File: src/design/cmr_pkg.sv
// Package: mode codes, register map and widths for the macrocell array
package cmr_pkg;
  // Register type setting of one cell
  typedef enum logic [2:0] {
    CMR_FF_D,
    CMR_FF_T,
    CMR_FF_JK,
    CMR_D_TO_TOGGLE_DUAL,
    CMR_D_TO_JK_DUAL,
    CMR_TOGGLE_TO_D_DUAL,
    CMR_JK_TO_D_DUAL
  } cmr_mode_t;

  // Effective flip-flop behaviour
  typedef enum logic [1:0] {
    CMR_ACT_D,
    CMR_ACT_T,
    CMR_ACT_JK
  } cmr_act_t;

  localparam int unsigned CMR_GROUPS = 4;
  localparam int unsigned CMR_DEPTH_5 = 5;
  localparam int unsigned CMR_DEPTH_6 = 6;
  localparam int unsigned CMR_DEPTH_3 = 3;
  localparam int unsigned CMR_MAX_CELLS = CMR_GROUPS * CMR_DEPTH_6;
  localparam int unsigned CMR_MODE_W = 3;

  // Byte offsets of the register map
  localparam logic [7:0] CMR_OFS_CTRL = 8'h00;
  localparam logic [7:0] CMR_OFS_STATE = 8'h04;
  localparam logic [7:0] CMR_OFS_INFO = 8'h08;
  localparam logic [7:0] CMR_OFS_MODE0 = 8'h10;
  localparam logic [7:0] CMR_OFS_MODE1 = 8'h14;
  localparam logic [7:0] CMR_OFS_MODE2 = 8'h18;
  localparam int unsigned CMR_MODES_PER_WORD = 8;
  localparam int unsigned CMR_MODE_FIELD = 4;
  localparam int unsigned CMR_CTRL_SEL_BIT = 0;
  localparam logic [2:0] CMR_MODE_RST = 3'h0;
  localparam logic [31:0] CMR_WORD_ZERO = 32'h0000_0000;
endpackage : cmr_pkg

File: src/design/cmr_array.sv
// Macrocell array: four groups of configurable register cells
// Functional notes
// Fixed D setting ignores select.
// Fixed T setting toggles, ignores select.
// Fixed JK setting ignores select.
// D-to-T dual: select false D, true T.
// D-to-JK dual: select false D, true JK.
// T-to-D dual: select false T, true D.
// Shared select, changeable during normal operation.
// Four groups A-D of five, six or three.
// JK-to-D dual: select false JK, true D.
`timescale 1ns/1ps
module cmr_array #(
  parameter int unsigned DEPTH = cmr_pkg::CMR_DEPTH_5
) (
  input wire logic clk,
  input wire logic rst,
  input wire logic hsel,
  input wire logic [31:0] haddr,
  input wire logic [1:0] htrans,
  input wire logic hwrite,
  input wire logic [2:0] hsize,
  input wire logic [31:0] hwdata,
  input wire logic hready,
  output logic hreadyout,
  output logic hresp,
  output logic [31:0] hrdata,
  input wire logic [cmr_pkg::CMR_MAX_CELLS-1:0] cell_en,
  input wire logic [cmr_pkg::CMR_MAX_CELLS-1:0] cell_d,
  input wire logic [cmr_pkg::CMR_MAX_CELLS-1:0] cell_k,
  output logic [cmr_pkg::CMR_MAX_CELLS-1:0] cell_q
);
  localparam int unsigned NCELL = cmr_pkg::CMR_GROUPS * DEPTH;
  localparam int unsigned MW = cmr_pkg::CMR_MODES_PER_WORD;
  localparam int unsigned FW = cmr_pkg::CMR_MODE_FIELD;

  logic wr_stb;
  logic rd_stb;
  logic [7:0] addr;
  logic sel_r;
  logic sel_nxt;
  logic [cmr_pkg::CMR_MODE_W-1:0] mode_r [cmr_pkg::CMR_MAX_CELLS];
  logic [cmr_pkg::CMR_MODE_W-1:0] mode_nxt [cmr_pkg::CMR_MAX_CELLS];
  logic [31:0] rdata_r;
  logic [31:0] rdata_nxt;
  logic [31:0] mode_word [3];

  // Group depth must be one of the array variants
  initial begin
    depth_ok_a: assert (DEPTH == cmr_pkg::CMR_DEPTH_5 ||
      DEPTH == cmr_pkg::CMR_DEPTH_6 || DEPTH == cmr_pkg::CMR_DEPTH_3)
      else $error("unsupported group depth");
  end

  cmr_ahb u_ahb (
    .clk(clk),
    .rst(rst),
    .hsel(hsel),
    .haddr(haddr),
    .htrans(htrans),
    .hwrite(hwrite),
    .hsize(hsize),
    .hready(hready),
    .hreadyout(hreadyout),
    .hresp(hresp),
    .wr_stb(wr_stb),
    .rd_stb(rd_stb),
    .addr(addr)
  );

  // Select bit and per-cell settings written by software
  always_comb begin
    sel_nxt = sel_r;
    for (int i = 0; i < cmr_pkg::CMR_MAX_CELLS; i++) begin
      mode_nxt[i] = mode_r[i];
    end
    if (wr_stb) begin
      if (addr == cmr_pkg::CMR_OFS_CTRL) begin
        sel_nxt = hwdata[cmr_pkg::CMR_CTRL_SEL_BIT];
      end
      for (int i = 0; i < cmr_pkg::CMR_MAX_CELLS; i++) begin
        if (addr == cmr_pkg::CMR_OFS_MODE0 + 8'((i / MW) * 4)) begin
          mode_nxt[i] = hwdata[(i % MW) * FW +: cmr_pkg::CMR_MODE_W];
        end
      end
    end
  end

  always_ff @(posedge clk) begin
    if (rst) begin
      sel_r <= 1'b0;
      for (int i = 0; i < cmr_pkg::CMR_MAX_CELLS; i++) begin
        mode_r[i] <= cmr_pkg::CMR_MODE_RST;
      end
    end else begin
      sel_r <= sel_nxt;
      mode_r <= mode_nxt;
    end
  end

  // Pack settings into readable words
  always_comb begin
    for (int w = 0; w < 3; w++) begin
      mode_word[w] = cmr_pkg::CMR_WORD_ZERO;
    end
    for (int i = 0; i < cmr_pkg::CMR_MAX_CELLS; i++) begin
      mode_word[i / MW][(i % MW) * FW +: cmr_pkg::CMR_MODE_W] = mode_r[i];
    end
  end

  // Read mux on the live address, registered for the data phase
  always_comb begin
    rdata_nxt = cmr_pkg::CMR_WORD_ZERO;
    unique case (haddr[7:0])
      cmr_pkg::CMR_OFS_CTRL: rdata_nxt[cmr_pkg::CMR_CTRL_SEL_BIT] = sel_r;
      cmr_pkg::CMR_OFS_STATE: rdata_nxt[cmr_pkg::CMR_MAX_CELLS-1:0] = cell_q;
      cmr_pkg::CMR_OFS_INFO: rdata_nxt = 32'(DEPTH);
      cmr_pkg::CMR_OFS_MODE0: rdata_nxt = mode_word[0];
      cmr_pkg::CMR_OFS_MODE1: rdata_nxt = mode_word[1];
      cmr_pkg::CMR_OFS_MODE2: rdata_nxt = mode_word[2];
      default: rdata_nxt = cmr_pkg::CMR_WORD_ZERO;
    endcase
  end

  always_ff @(posedge clk) begin
    if (rst) begin
      rdata_r <= cmr_pkg::CMR_WORD_ZERO;
    end else if (hsel && hready && htrans[1] && !hwrite) begin
      rdata_r <= rdata_nxt;
    end
  end

  // Read path uses the live address phase
  assign hrdata = rdata_r;

  // Cells: groups A..D, DEPTH cells each, index = group*DEPTH+row
  for (genvar c = 0; c < cmr_pkg::CMR_MAX_CELLS; c++) begin : g_cell
    if (c < NCELL) begin : g_used
      cmr_cell u_cell (
        .clk(clk),
        .rst(rst),
        .mode(cmr_pkg::cmr_mode_t'(mode_r[c])),
        .register_type_select(sel_r),
        .en(cell_en[c]),
        .d_in(cell_d[c]),
        .k_in(cell_k[c]),
        .q(cell_q[c])
      );
    end else begin : g_unused
      assign cell_q[c] = 1'b0;
    end
  end

  sel_live_a: assert property (@(posedge clk) disable iff (rst)
    wr_stb && addr == cmr_pkg::CMR_OFS_CTRL
    |=> sel_r == $past(hwdata[cmr_pkg::CMR_CTRL_SEL_BIT]))
    else $error("select not updated");
  unused_low_a: assert property (@(posedge clk)
    NCELL == cmr_pkg::CMR_MAX_CELLS || cell_q[cmr_pkg::CMR_MAX_CELLS-1] == 1'b0)
    else $error("absent cell drives output");
  unused_rd_a: assert property (@(posedge clk) disable iff (rst)
    rd_stb && addr == cmr_pkg::CMR_OFS_INFO |-> hrdata == 32'(DEPTH))
    else $error("info word read wrong");
endmodule : cmr_array

File: src/design/cmr_cell.sv
// One logic cell: register whose type follows setting and select
`timescale 1ns/1ps
module cmr_cell (
  input wire logic clk,
  input wire logic rst,
  input wire cmr_pkg::cmr_mode_t mode,
  input wire logic register_type_select,
  input wire logic en,
  input wire logic d_in,
  input wire logic k_in,
  output logic q
);
  cmr_pkg::cmr_act_t act;
  logic q_r;
  logic q_nxt;

  // Pick the behaviour from setting and select
  always_comb begin
    unique case (mode)
      cmr_pkg::CMR_FF_D: act = cmr_pkg::CMR_ACT_D;
      cmr_pkg::CMR_FF_T: act = cmr_pkg::CMR_ACT_T;
      cmr_pkg::CMR_FF_JK: act = cmr_pkg::CMR_ACT_JK;
      cmr_pkg::CMR_D_TO_TOGGLE_DUAL: act = register_type_select ?
          cmr_pkg::CMR_ACT_T : cmr_pkg::CMR_ACT_D;
      cmr_pkg::CMR_D_TO_JK_DUAL: act = register_type_select ?
          cmr_pkg::CMR_ACT_JK : cmr_pkg::CMR_ACT_D;
      cmr_pkg::CMR_TOGGLE_TO_D_DUAL: act = register_type_select ?
          cmr_pkg::CMR_ACT_D : cmr_pkg::CMR_ACT_T;
      cmr_pkg::CMR_JK_TO_D_DUAL: act = register_type_select ?
          cmr_pkg::CMR_ACT_D : cmr_pkg::CMR_ACT_JK;
      default: act = cmr_pkg::CMR_ACT_D;
    endcase
  end

  // Next state: d_in is D, T or J; k_in is K
  always_comb begin
    q_nxt = q_r;
    if (en) begin
      unique case (act)
        cmr_pkg::CMR_ACT_D: q_nxt = d_in;
        cmr_pkg::CMR_ACT_T: q_nxt = q_r ^ d_in;
        cmr_pkg::CMR_ACT_JK: q_nxt = (d_in & ~q_r) | (~k_in & q_r);
        default: q_nxt = q_r;
      endcase
    end
  end

  always_ff @(posedge clk) begin
    if (rst) begin
      q_r <= 1'b0;
    end else begin
      q_r <= q_nxt;
    end
  end

  assign q = q_r;

  d_mode_a: assert property (@(posedge clk) disable iff (rst)
    en && act == cmr_pkg::CMR_ACT_D |=> q_r == $past(d_in))
    else $error("d behaviour wrong");
  t_mode_a: assert property (@(posedge clk) disable iff (rst)
    en && act == cmr_pkg::CMR_ACT_T && d_in |=> q_r != $past(q_r))
    else $error("toggle behaviour wrong");
  jk_mode_a: assert property (@(posedge clk) disable iff (rst)
    en && act == cmr_pkg::CMR_ACT_JK && !d_in && !k_in
    |=> $stable(q_r))
    else $error("jk hold wrong");
  dt_sel_a: assert property (@(posedge clk)
    mode == cmr_pkg::CMR_D_TO_TOGGLE_DUAL && register_type_select
    |-> act == cmr_pkg::CMR_ACT_T)
    else $error("d to t select wrong");
  djk_sel_a: assert property (@(posedge clk)
    mode == cmr_pkg::CMR_D_TO_JK_DUAL
    |-> act == (register_type_select ? cmr_pkg::CMR_ACT_JK
        : cmr_pkg::CMR_ACT_D))
    else $error("d to jk select wrong");
  td_sel_a: assert property (@(posedge clk)
    mode == cmr_pkg::CMR_TOGGLE_TO_D_DUAL && !register_type_select
    |-> act == cmr_pkg::CMR_ACT_T)
    else $error("t to d select wrong");
  jkd_sel_a: assert property (@(posedge clk)
    mode == cmr_pkg::CMR_JK_TO_D_DUAL
    |-> act == (register_type_select ? cmr_pkg::CMR_ACT_D
        : cmr_pkg::CMR_ACT_JK))
    else $error("jk to d select wrong");
  hold_idle_a: assert property (@(posedge clk) disable iff (rst)
    !en |=> $stable(q_r))
    else $error("cell changed while idle");
endmodule : cmr_cell

File: src/design/cmr_ahb.sv
// AHB-Lite slave front end: address capture and strobes
`timescale 1ns/1ps
module cmr_ahb (
  input wire logic clk,
  input wire logic rst,
  input wire logic hsel,
  input wire logic [31:0] haddr,
  input wire logic [1:0] htrans,
  input wire logic hwrite,
  input wire logic [2:0] hsize,
  input wire logic hready,
  output logic hreadyout,
  output logic hresp,
  output logic wr_stb,
  output logic rd_stb,
  output logic [7:0] addr
);
  logic wr_r;
  logic wr_nxt;
  logic rd_r;
  logic rd_nxt;
  logic [7:0] addr_r;
  logic [7:0] addr_nxt;
  logic take;

  // Capture a valid address phase
  always_comb begin
    take = hsel && hready && htrans[1];
    wr_nxt = take && hwrite;
    rd_nxt = take && !hwrite;
    addr_nxt = take ? haddr[7:0] : addr_r;
  end

  always_ff @(posedge clk) begin
    if (rst) begin
      wr_r <= 1'b0;
      rd_r <= 1'b0;
      addr_r <= 8'h00;
    end else begin
      wr_r <= wr_nxt;
      rd_r <= rd_nxt;
      addr_r <= addr_nxt;
    end
  end

  // Zero wait states, always OKAY
  assign hreadyout = 1'b1;
  assign hresp = 1'b0;
  assign wr_stb = wr_r;
  assign rd_stb = rd_r;
  assign addr = addr_r;

  strobe_once_a: assert property (@(posedge clk) disable iff (rst)
    hsel && hready && htrans[1] && hwrite |=> wr_stb && !rd_stb)
    else $error("write strobe missing");
  unused_size_a: assert property (@(posedge clk) disable iff (rst)
    hsel && htrans[1] |-> hsize <= 3'h2)
    else $error("transfer wider than a word");
endmodule : cmr_ahb

File: config.mk
export PLATFORM = sky130hd
export DESIGN_NAME = cmr_array
export DESIGN_NICKNAME = d
export VERILOG_FILES = /design/src/design/cmr_pkg.sv /design/src/design/cmr_array.sv /design/src/design/cmr_cell.sv /design/src/design/cmr_ahb.sv
export SDC_FILE = /design/constraint.sdc
export NUM_CORES = 1
export LEC_CHECK = 0
export BUFFER_PORTS_ARGS = -buffer_cell sky130_fd_sc_hd__buf_2
export CAP_MARGIN = 10
export CORE_MARGIN = 2
export CORE_UTILIZATION = 45
export CTS_CLUSTER_SIZE = 8
export DETAILED_ROUTE_END_ITERATION = 12
export PLACE_DENSITY = 0.7
export SETUP_SLACK_MARGIN = 0.4
export SYNTH_ARGS = -nofsm -noshare
export SYNTH_HDL_FRONTEND = slang
export SYNTH_HIERARCHICAL = 1
export SYNTH_SLANG_ARGS = --single-unit
export TNS_END_PERCENT = 5
File: constraint.sdc
create_clock -name clk -period 3 [get_ports clk]
set_input_delay 0.45 -clock clk [delete_from_list [all_inputs] [get_ports clk]]
set_output_delay 0.45 -clock clk [all_outputs]
set_load 0.05 [all_outputs]
==> flow_metrics.env, run 1 <==
export IMPL_synth_area_mm2=0.00793
export IMPL_yosysWarnings=6
export IMPL_vdd_drop_max_v=0.000393
export IMPL_post_cts_resized=0
export IMPL_crit_family="simple AND/OR/NAND/NOR gates"
export IMPL_crit_path_end_kind="flop"
export IMPL_finalSetupViolations=0
export IMPL_final_util_pct=54.4
export IMPL_start_util_pct=46.0
export IMPL_slowest_delay_ps=650
export IMPL_min_period_ps=2040
export IMPL_route_vias_total=7002
export IMPL_portBuffers=146
export IMPL_hp_class="primary input to flop"
export IMPL_p_total_mw=4.32
export IMPL_stdcell_area_mm2=0.00938
export IMPL_worst_pin_slew_ps=823
export IMPL_highest_layer="met5"
export IMPL_max_freq_mhz=490
export IMPL_grt_use_total_pct=21.8
export IMPL_min_period_over_period_pct=68.0
export IMPL_leakage_nw=4.04
export IMPL_drt_iter0_markers=360
export IMPL_crit_fanout=13
export IMPL_coreArea_mm2=0.0172
export IMPL_clockBufferDepth=2
export IMPL_antenna_cells=0
export IMPL_wl_met1_um=9080
export IMPL_drc=0
export IMPL_grt_max_degree=59
export IMPL_clock_latency_ps=430
export IMPL_cts_inserted_buffers=17
export IMPL_status="complete, no violations"
export IMPL_fp_row_count=48
export IMPL_cts_tree="yes"
export IMPL_areaGrowthSynthToFinish_pct=18.3
export IMPL_grt_ovfl_total=0
export IMPL_grt_pass1_wl_um=32000
export IMPL_die_x_um=137
export IMPL_crit_path_top_delay_cell="and4_1"
export IMPL_dp_hpwl_um=14600
export IMPL_cp_required_ps=3350
export IMPL_final_antenna_net_count=0
export IMPL_cts_max_level=4
export IMPL_layout_drive_gt1_share_pct=18.2
export IMPL_whs_ps=286
export IMPL_routabilityCongestion=0.825
export IMPL_syn_inst=954
export IMPL_cts_sinks=131
export IMPL_place_area_mm2=0.00878
export IMPL_cts_hold_buf=0
export IMPL_dpl_worst_slack_ps=597
export IMPL_grt_pass1_vias=6492
export IMPL_fin_tns_setup_ps=0
export IMPL_fin_ws_ps=961
export IMPL_syn_mean_instance_area_um2=8.31
export IMPL_drtPass1Iterations=5
export IMPL_cp_arrival_ps=2390
export IMPL_maxSlewHeadroom_pct=45.1
export IMPL_chipHeight_um=137
export IMPL_n_fill_cell=1646
export IMPL_slew_violations=0
export IMPL_startpoint_type="flop"
export IMPL_crit_type="flop to flop"
export IMPL_hold_violations=0
export IMPL_routedWlPerCell_um=15.4
export IMPL_placedCellCount=1295
export IMPL_crit_buf_inv=1
export IMPL_vias_per_cell=5.28
export IMPL_rsz0062_at_grt="no"
export IMPL_skew_ps=9.59
export IMPL_nets=1295
export IMPL_powerDensity_mw_per_mm2=460
export IMPL_cts_setup_buffers=0
export IMPL_drt_wl_total_um=20500
export IMPL_cap_violations=0
export IMPL_path_clk_slew_ps=60
export IMPL_boundaryPins=204
export IMPL_antenna_found_initial=1
export IMPL_root_buffer="clkbuf_16"
export IMPL_layoutNonFillerInstCount=1326
export IMPL_dieArea_mm2=0.0187
export IMPL_wl_met3_um=1030
export IMPL_wl_met2_um=10000
export IMPL_path_cells="nor4b_4 > and4_1 > buf_4 > nand2_1 > a21oi_1"
[layout by cell type (no fill, tap or decap), drive strengths merged, types with 3 or more instances in the layout]
cell and count:
bufinv 3, a22oi 12, clkinv 4, nand2b 96
o211ai 20, a22o 7, o21ai 19, and2 21
mux2i 58, a211oi 11, or3 4, nor3 3
and4 3, conb 9, or2 20, nor2b 8
xor2 20, dfxtp 131, nand2 138, a21oi 87
nor2 57, a211o 20, ha 60, clkbuf 22
nand3 23, inv 40, buf 160, o2bb2ai 7
a311oi 20
[registers in the layout, summed over array words and instances, names as in the netlist]
name	cells
u_ahb/wr_stb	1
sel_r	1
mode_r	72
u_ahb/addr	8
g_cell.g_used.u_cell/q	20
hrdata	29
[metal layers]
metal,track usage [%],up-vias
met3,4.26,24
met5,0,-
met2,38.3,167
met4,7.00,2
li1,-,3536
met1,26.8,3273
[final timing paths]
kind              cells past startpoint                  startpoint                      end  slack (ps)
setup / recovery                      5  u_ahb/addr[5]$_SDFFE_PP0P_   mode_r[4]$_SDFFE_PP0P_         960
hold / removal                        3                  hwdata[22]  mode_r[32]$_SDFFE_PP0P_         290
setup reg to reg                      5  u_ahb/addr[5]$_SDFFE_PP0P_   mode_r[4]$_SDFFE_PP0P_         960
hold reg to reg                       2     hrdata[13]$_SDFFE_PP0P_  hrdata[13]$_SDFFE_PP0P_         440
[where the power goes]
part	internal [mW]	total, mW	switching (mW)
combinational	0.131	0.391	0.260
sequential	1.76	1.79	0.0238
clock	1.36	2.14	0.776
[worst min-delay path: cells and delay by family]
family                 cells  cell delay [ps]
buffers and inverters      1              110
and+or+nand+nor            1               50
AOI/OAI and AO/OA          1               50
[area by class of cell]
type / instances / area, um2 / area share, %
tap: 225 / 282 / 3.00
timing repair buffer: 160 / 838 / 8.93
clock buffer: 22 / 474 / 5.05
inverter: 40 / 150 / 1.60
clock inverter: 9 / 129 / 1.37
multi-input combinational: 739 / 4890 / 52.1
sequential: 131 / 2620 / 28.0
(Power assumes the default switching activity.)
==> run 2: changes to the inputs <==
Settings changed: PLACE_DENSITY 0.7 to 0.72.
Clock period 3 ns to 1.69 ns, I/O delays scaled along.
==> run 2 against run 1 <==
Compared with the run above:
- the flow now finishes with violations (setup timing)
- worst hold slack got worse by 200 ps
- critical endpoint is now g_cell[6].g_used.u_cell/q$_SDFFE_PP0P_
- highest routed layer is now met4
- sequential power grew 78%
- critical path type unchanged
- sequential cell count stayed put
- worst setup slack got worse by 1100 ps
- combinational power up 110%
- first-iteration DRC count increased by 16%
- largest cell class unchanged
- global-route usage is 1.5 points higher
==> flow_metrics.env, run 2 (synthesis results as in run 1) <==
export IMPL_p_clk_share_pct=49.4
export IMPL_cts_setup_buffers=0
export IMPL_crit_type="flop to flop"
export IMPL_placedCellCount=1323
export IMPL_n_fill_cell=1453
export IMPL_dieArea_mm2=0.0187
export IMPL_min_period_over_period_pct=109
export IMPL_min_period_ps=1840
export IMPL_finalSetupViolations=20
export IMPL_leakage_nw=4.55
export IMPL_crit_path_end_kind="flop"
export IMPL_drtPass1Iterations=5
export IMPL_power_frac_seq_pct=40.2
export IMPL_grt_pass1_wl_um=34300
export IMPL_chipHeight_um=137
export IMPL_route_vias_total=7309
export IMPL_crit_path_top_delay_cell="dfxtp_4"
export IMPL_cp_required_ps=2030
export IMPL_stdcell_area_mm2=0.0106
export IMPL_regArea_mm2=0.00263
export IMPL_path_clk_slew_ps=60
export IMPL_areaGrowthSynthToFinish_pct=33.2
export IMPL_fin_tns_setup_ps=-1640
export IMPL_rsz0062_at_grt="yes"
export IMPL_dpl_worst_slack_ps=-160
export IMPL_final_util_pct=61.3
export IMPL_layoutNonFillerInstCount=1356
export IMPL_slew_violations=0
export IMPL_max_freq_mhz=544
export IMPL_p_sw_mw=1.96
export IMPL_cts_tree="yes"
export IMPL_path_cells="buf_12 > nand2_1 > xor2_1 > or2_1 > ha_1 > a211o_1 > a311oi_1"
export IMPL_start_util_pct=46.0
export IMPL_boundaryPins=204
export IMPL_cap_violations=0
export IMPL_layout_common_cells="dfxtp_1, nand2b_1, buf_2"
export IMPL_internal_power_mw=5.96
export IMPL_cp_arrival_ps=2180
export IMPL_die_x_um=137
export IMPL_grt_use_total_pct=23.4
export IMPL_fin_ws_ps=-147
export IMPL_final_antenna_net_count=0
export IMPL_grt_ovfl_total=0
export IMPL_cts_max_level=4
export IMPL_routedWlPerCell_um=16.4
export IMPL_clockBufferDepth=2
export IMPL_skew_ps=8.88
export IMPL_drt_iter0_markers=417
export IMPL_cts_sinks=131
export IMPL_combinationalPowerShare_pct=10.4
export IMPL_dp_hpwl_um=15200
export IMPL_violations="setup timing"
export IMPL_whs_ps=90.7
export IMPL_antenna_found_initial=1
export IMPL_crit_family="compound AO/OA/AOI/OAI gates"
export IMPL_vdd_drop_max_v=0.000992
export IMPL_root_buffer="clkbuf_16"
export IMPL_regMostFlops="mode_r"
export IMPL_hp_class="primary input to flop"
export IMPL_p_sw_share_pct=24.8
export IMPL_cts_hold_buf=0
export IMPL_layout_drive_gt1_share_pct=31.5
export IMPL_nets=1323
export IMPL_hold_violations=0
export IMPL_drt_wl_total_um=22300
export IMPL_p_total_mw=7.92
export IMPL_largest_register_ffs=72
export IMPL_fp_row_count=48
export IMPL_crit_buf_inv=1
export IMPL_startpoint_type="flop"
export IMPL_vias_per_cell=5.39
export IMPL_multi_input_comb_area_mm2=0.00550
export IMPL_clock_latency_ps=430
export IMPL_layout_commonest_cell="dfxtp_1"
export IMPL_grt_max_degree=48
export IMPL_portBuffers=146
export IMPL_slowest_delay_ps=370
export IMPL_cts_inserted_buffers=17
export IMPL_place_area_mm2=0.00906
export IMPL_status="complete, but fails checks"
export IMPL_routabilityCongestion=0.858
export IMPL_powerDensity_mw_per_mm2=750
export IMPL_crit_fanout=20
export IMPL_grt_pass1_vias=7174
export IMPL_coreArea_mm2=0.0172
export IMPL_drc=0
[run 2: worst reg2reg max path, stage by stage, from the launching register on]
cell	delay (ps)
dfxtp_4	370
buf_12	160
nand2_1	110
xor2_1	160
or2_1	220
ha_1	310
a211o_1	230
a311oi_1	190
[run 2: power groups by stage]
stage | clock network [mW] | logic, mW | registers (mW)
2_1_floorplan | 0 | 0.332 | 3.35
3_3_place_gp | 0 | 0.715 | 3.24
3_5_place_dp | 0 | 0.725 | 3.24
4_1_cts | 3.95 | 0.783 | 3.18
5_1_grt | 4.09 | 0.880 | 3.19
6_report | 3.91 | 0.825 | 3.19
[run 2: final timing paths]
| path | slack (ps) | cells past startpoint | end | from |
|---|---|---|---|---|
| max reg2reg | -150 | 7 | g_cell[6].g_used.u_cell/q$_SDFFE_PP0P_ | sel_r$_SDFFE_PP0P_ |
| min reg2reg | 450 | 2 | hrdata[4]$_SDFFE_PP0P_ | hrdata[4]$_SDFFE_PP0P_ |
| max | -150 | 7 | g_cell[6].g_used.u_cell/q$_SDFFE_PP0P_ | sel_r$_SDFFE_PP0P_ |
| min | 90 | 3 | mode_r[17]$_SDFFE_PP0P_ | hwdata[10] |
[run 2: metal layers]
metal	share of wire, %	global-route usage, %	vias to the layer above
li1	-	-	3607
met1	42	27.4	3439
met2	51	41.3	215
met3	5.5	5.59	48
met4	2.3	8.68	0
met5	0	0	-
[run 2: final cells by class]
| type | instances | area share, % |
|---|---|---|
| tap | 225 | 2.66 |
| antenna | 1 | 0.0237 |
| timing repair buffer | 188 | 13.0 |
| inverter | 40 | 1.42 |
| clock inverter | 9 | 1.17 |
| multi-input combinational | 739 | 52.1 |
| sequential | 131 | 24.9 |
| clock buffer | 23 | 4.73 |
[run 2: timing repair]
action,in CTS,in global routing
pin swaps,126,84
gates cloned,0,0
endpoints found under the setup margin,132,134
resized for setup,161,84
==> run 3: changes to the inputs <==
Settings changed: SKIP_LAST_GASP set to 1.
==> run 3 against run 2 <==
Compared with the run above:
- the flow still finishes with violations (setup timing)
- die area unchanged
- combinational power fell by 11%
- clock power about the same
- clock skew shrank 0.84 ps
- non-clock buffer count unchanged
- register-to-register slack hardly changed
- sequential cell count is the same
- cell count about the same
- worst hold slack got worse by 5.2 ps
==> flow_metrics.env, run 3 (synthesis results as in run 1) <==
export IMPL_fin_ws_ps=-162
export IMPL_r2r_slack_ps=-160
export IMPL_dp_hpwl_um=15200
export IMPL_clockBufferDepth=2
export IMPL_cts_inserted_buffers=17
export IMPL_reg2reg_to="g_cell[19].g_used.u_cell/q$_SDFFE_PP0P_"
export IMPL_placedCellCount=1323
export IMPL_largest_register_ffs=72
export IMPL_antenna_cells=0
export IMPL_dpl_worst_slack_ps=-160
export IMPL_fp_row_count=48
export IMPL_violations="setup timing"
export IMPL_max_freq_mhz=540
export IMPL_hold_depth=3
export IMPL_start_util_pct=46.0
export IMPL_routabilityCongestion=0.858
export IMPL_hp_class="primary input to flop"
export IMPL_cp_arrival_ps=2190
export IMPL_layout_common_cells="buf_2, nand2_1, dfxtp_1"
export IMPL_final_antenna_net_count=0
export IMPL_n_fill_cell=1594
export IMPL_drc=0
export IMPL_portBuffers=146
export IMPL_nets=1323
export IMPL_crit_fanout=20
export IMPL_grt_pass1_vias=6917
export IMPL_min_from="hwdata[10]"
export IMPL_clock_latency_ps=420
export IMPL_vias_per_cell=5.31
export IMPL_r2r_worst_path_cells=7
export IMPL_cts_setup_buffers=0
export IMPL_dieArea_mm2=0.0187
export IMPL_fin_tns_setup_ps=-1900
export IMPL_startpoint="sel_r$_SDFFE_PP0P_"
export IMPL_regMostFlops="mode_r"
export IMPL_status="complete, but fails checks"
export IMPL_routedWlPerCell_um=15.5
export IMPL_skew_ps=8.04
export IMPL_whs_ps=85.5
export IMPL_crit_path_end_kind="flop"
export IMPL_vdd_drop_max_v=0.000991
export IMPL_p_total_mw=7.80
export IMPL_layoutNonFillerInstCount=1355
export IMPL_antenna_found_initial=0
export IMPL_cts_tree="yes"
export IMPL_crit_type="flop to flop"
export IMPL_cap_violations=0
export IMPL_root_buffer="clkbuf_16"
export IMPL_min_to="mode_r[17]$_SDFFE_PP0P_"
export IMPL_slowest_delay_ps=370
export IMPL_drt_iter0_markers=447
export IMPL_layout_commonest_cell="buf_2"
export IMPL_place_area_mm2=0.00906
export IMPL_drt_wl_total_um=21000
export IMPL_boundaryPins=204
export IMPL_coreArea_mm2=0.0172
export IMPL_grt_pass1_wl_um=33400
export IMPL_rsz0062_at_grt="yes"
export IMPL_chipHeight_um=137
export IMPL_die_x_um=137
export IMPL_path_clk_slew_ps=60
export IMPL_cts_max_level=4
export IMPL_route_vias_total=7190
export IMPL_areaGrowthSynthToFinish_pct=22.4
export IMPL_drtPass1Iterations=6
export IMPL_leakage_nw=4.22
export IMPL_crit_path_top_delay_cell="dfxtp_4"
export IMPL_hold_violations=0
export IMPL_cts_sinks=131
export IMPL_cp_required_ps=2020
export IMPL_slew_violations=0
export IMPL_stdcell_area_mm2=0.00970
export IMPL_grt_max_degree=48
export IMPL_min_period_ps=1850
export IMPL_grt_use_total_pct=22.7
export IMPL_grt_ovfl_total=0
export IMPL_worstReg2RegStart="sel_r$_SDFFE_PP0P_"
export IMPL_powerDensity_mw_per_mm2=804
export IMPL_min_period_over_period_pct=110
export IMPL_startpoint_type="flop"
export IMPL_layout_drive_gt1_share_pct=20.8
export IMPL_path_cells="buf_12 > nand2_1 > xor2_1 > or2_1 > ha_1 > a211o_1 > a311oi_2"
export IMPL_final_util_pct=56.3
export IMPL_finalSetupViolations=20
## run 3: critical path, delay by kind of cell, from the launching register on
kind | cells | cell delay, ps
xor+xnor | 1 | 160
compound gates | 2 | 460
buf+inv | 1 | 150
fa+ha+maj | 1 | 320
flops | 1 | 370
simple gates | 2 | 300
## run 3: power breakdown
part           internal (mW)  total [mW]  switching, mW  leakage, nW
Clock                   2.51        3.89           1.38        0.312
Sequential              3.13        3.18         0.0442         1.06
Combinational          0.263       0.732          0.469         2.84
## run 3: worst max path at each step
stage	slack, ps	to
detailed placement	-160	g_cell[19].g_used.u_cell/q$_SDFFE_PP0P_
finish	-160	g_cell[19].g_used.u_cell/q$_SDFFE_PP0P_
CTS	-170	g_cell[19].g_used.u_cell/q$_SDFFE_PP0P_
global placement	-100	g_cell[19].g_used.u_cell/q$_SDFFE_PP0P_
floorplan	-40	g_cell[18].g_used.u_cell/q$_SDFFE_PP0P_
global route	-260	g_cell[19].g_used.u_cell/q$_SDFFE_PP0P_
## run 3: layer usage
layer  GRT usage, %  vias up  share of wire [%]
li1               -     3606                  -
met1           27.3     3360                 43
met2           40.2      196                 50
met3           5.15       28                5.3
met4           7.06        0                1.4
met5              0        -                  0
## run 3: final cells by class
type	instances	area, um2	share of cell area, %
Clock buffer	23	499	5.14
Clock inverter	9	124	1.28
Multi-Input combinational cell	739	4910	50.6
Tap cell	225	282	2.90
Inverter	40	150	1.55
Timing Repair Buffer	188	1110	11.4
Sequential cell	131	2630	27.1
## run 3: timing repair
action,in CTS,in global routing
cloned,0,0
pin swaps,0,0
resized for setup,0,5
setup endpoints to repair,132,153
hold endpoints to repair,0,0
hold buffers,0,0
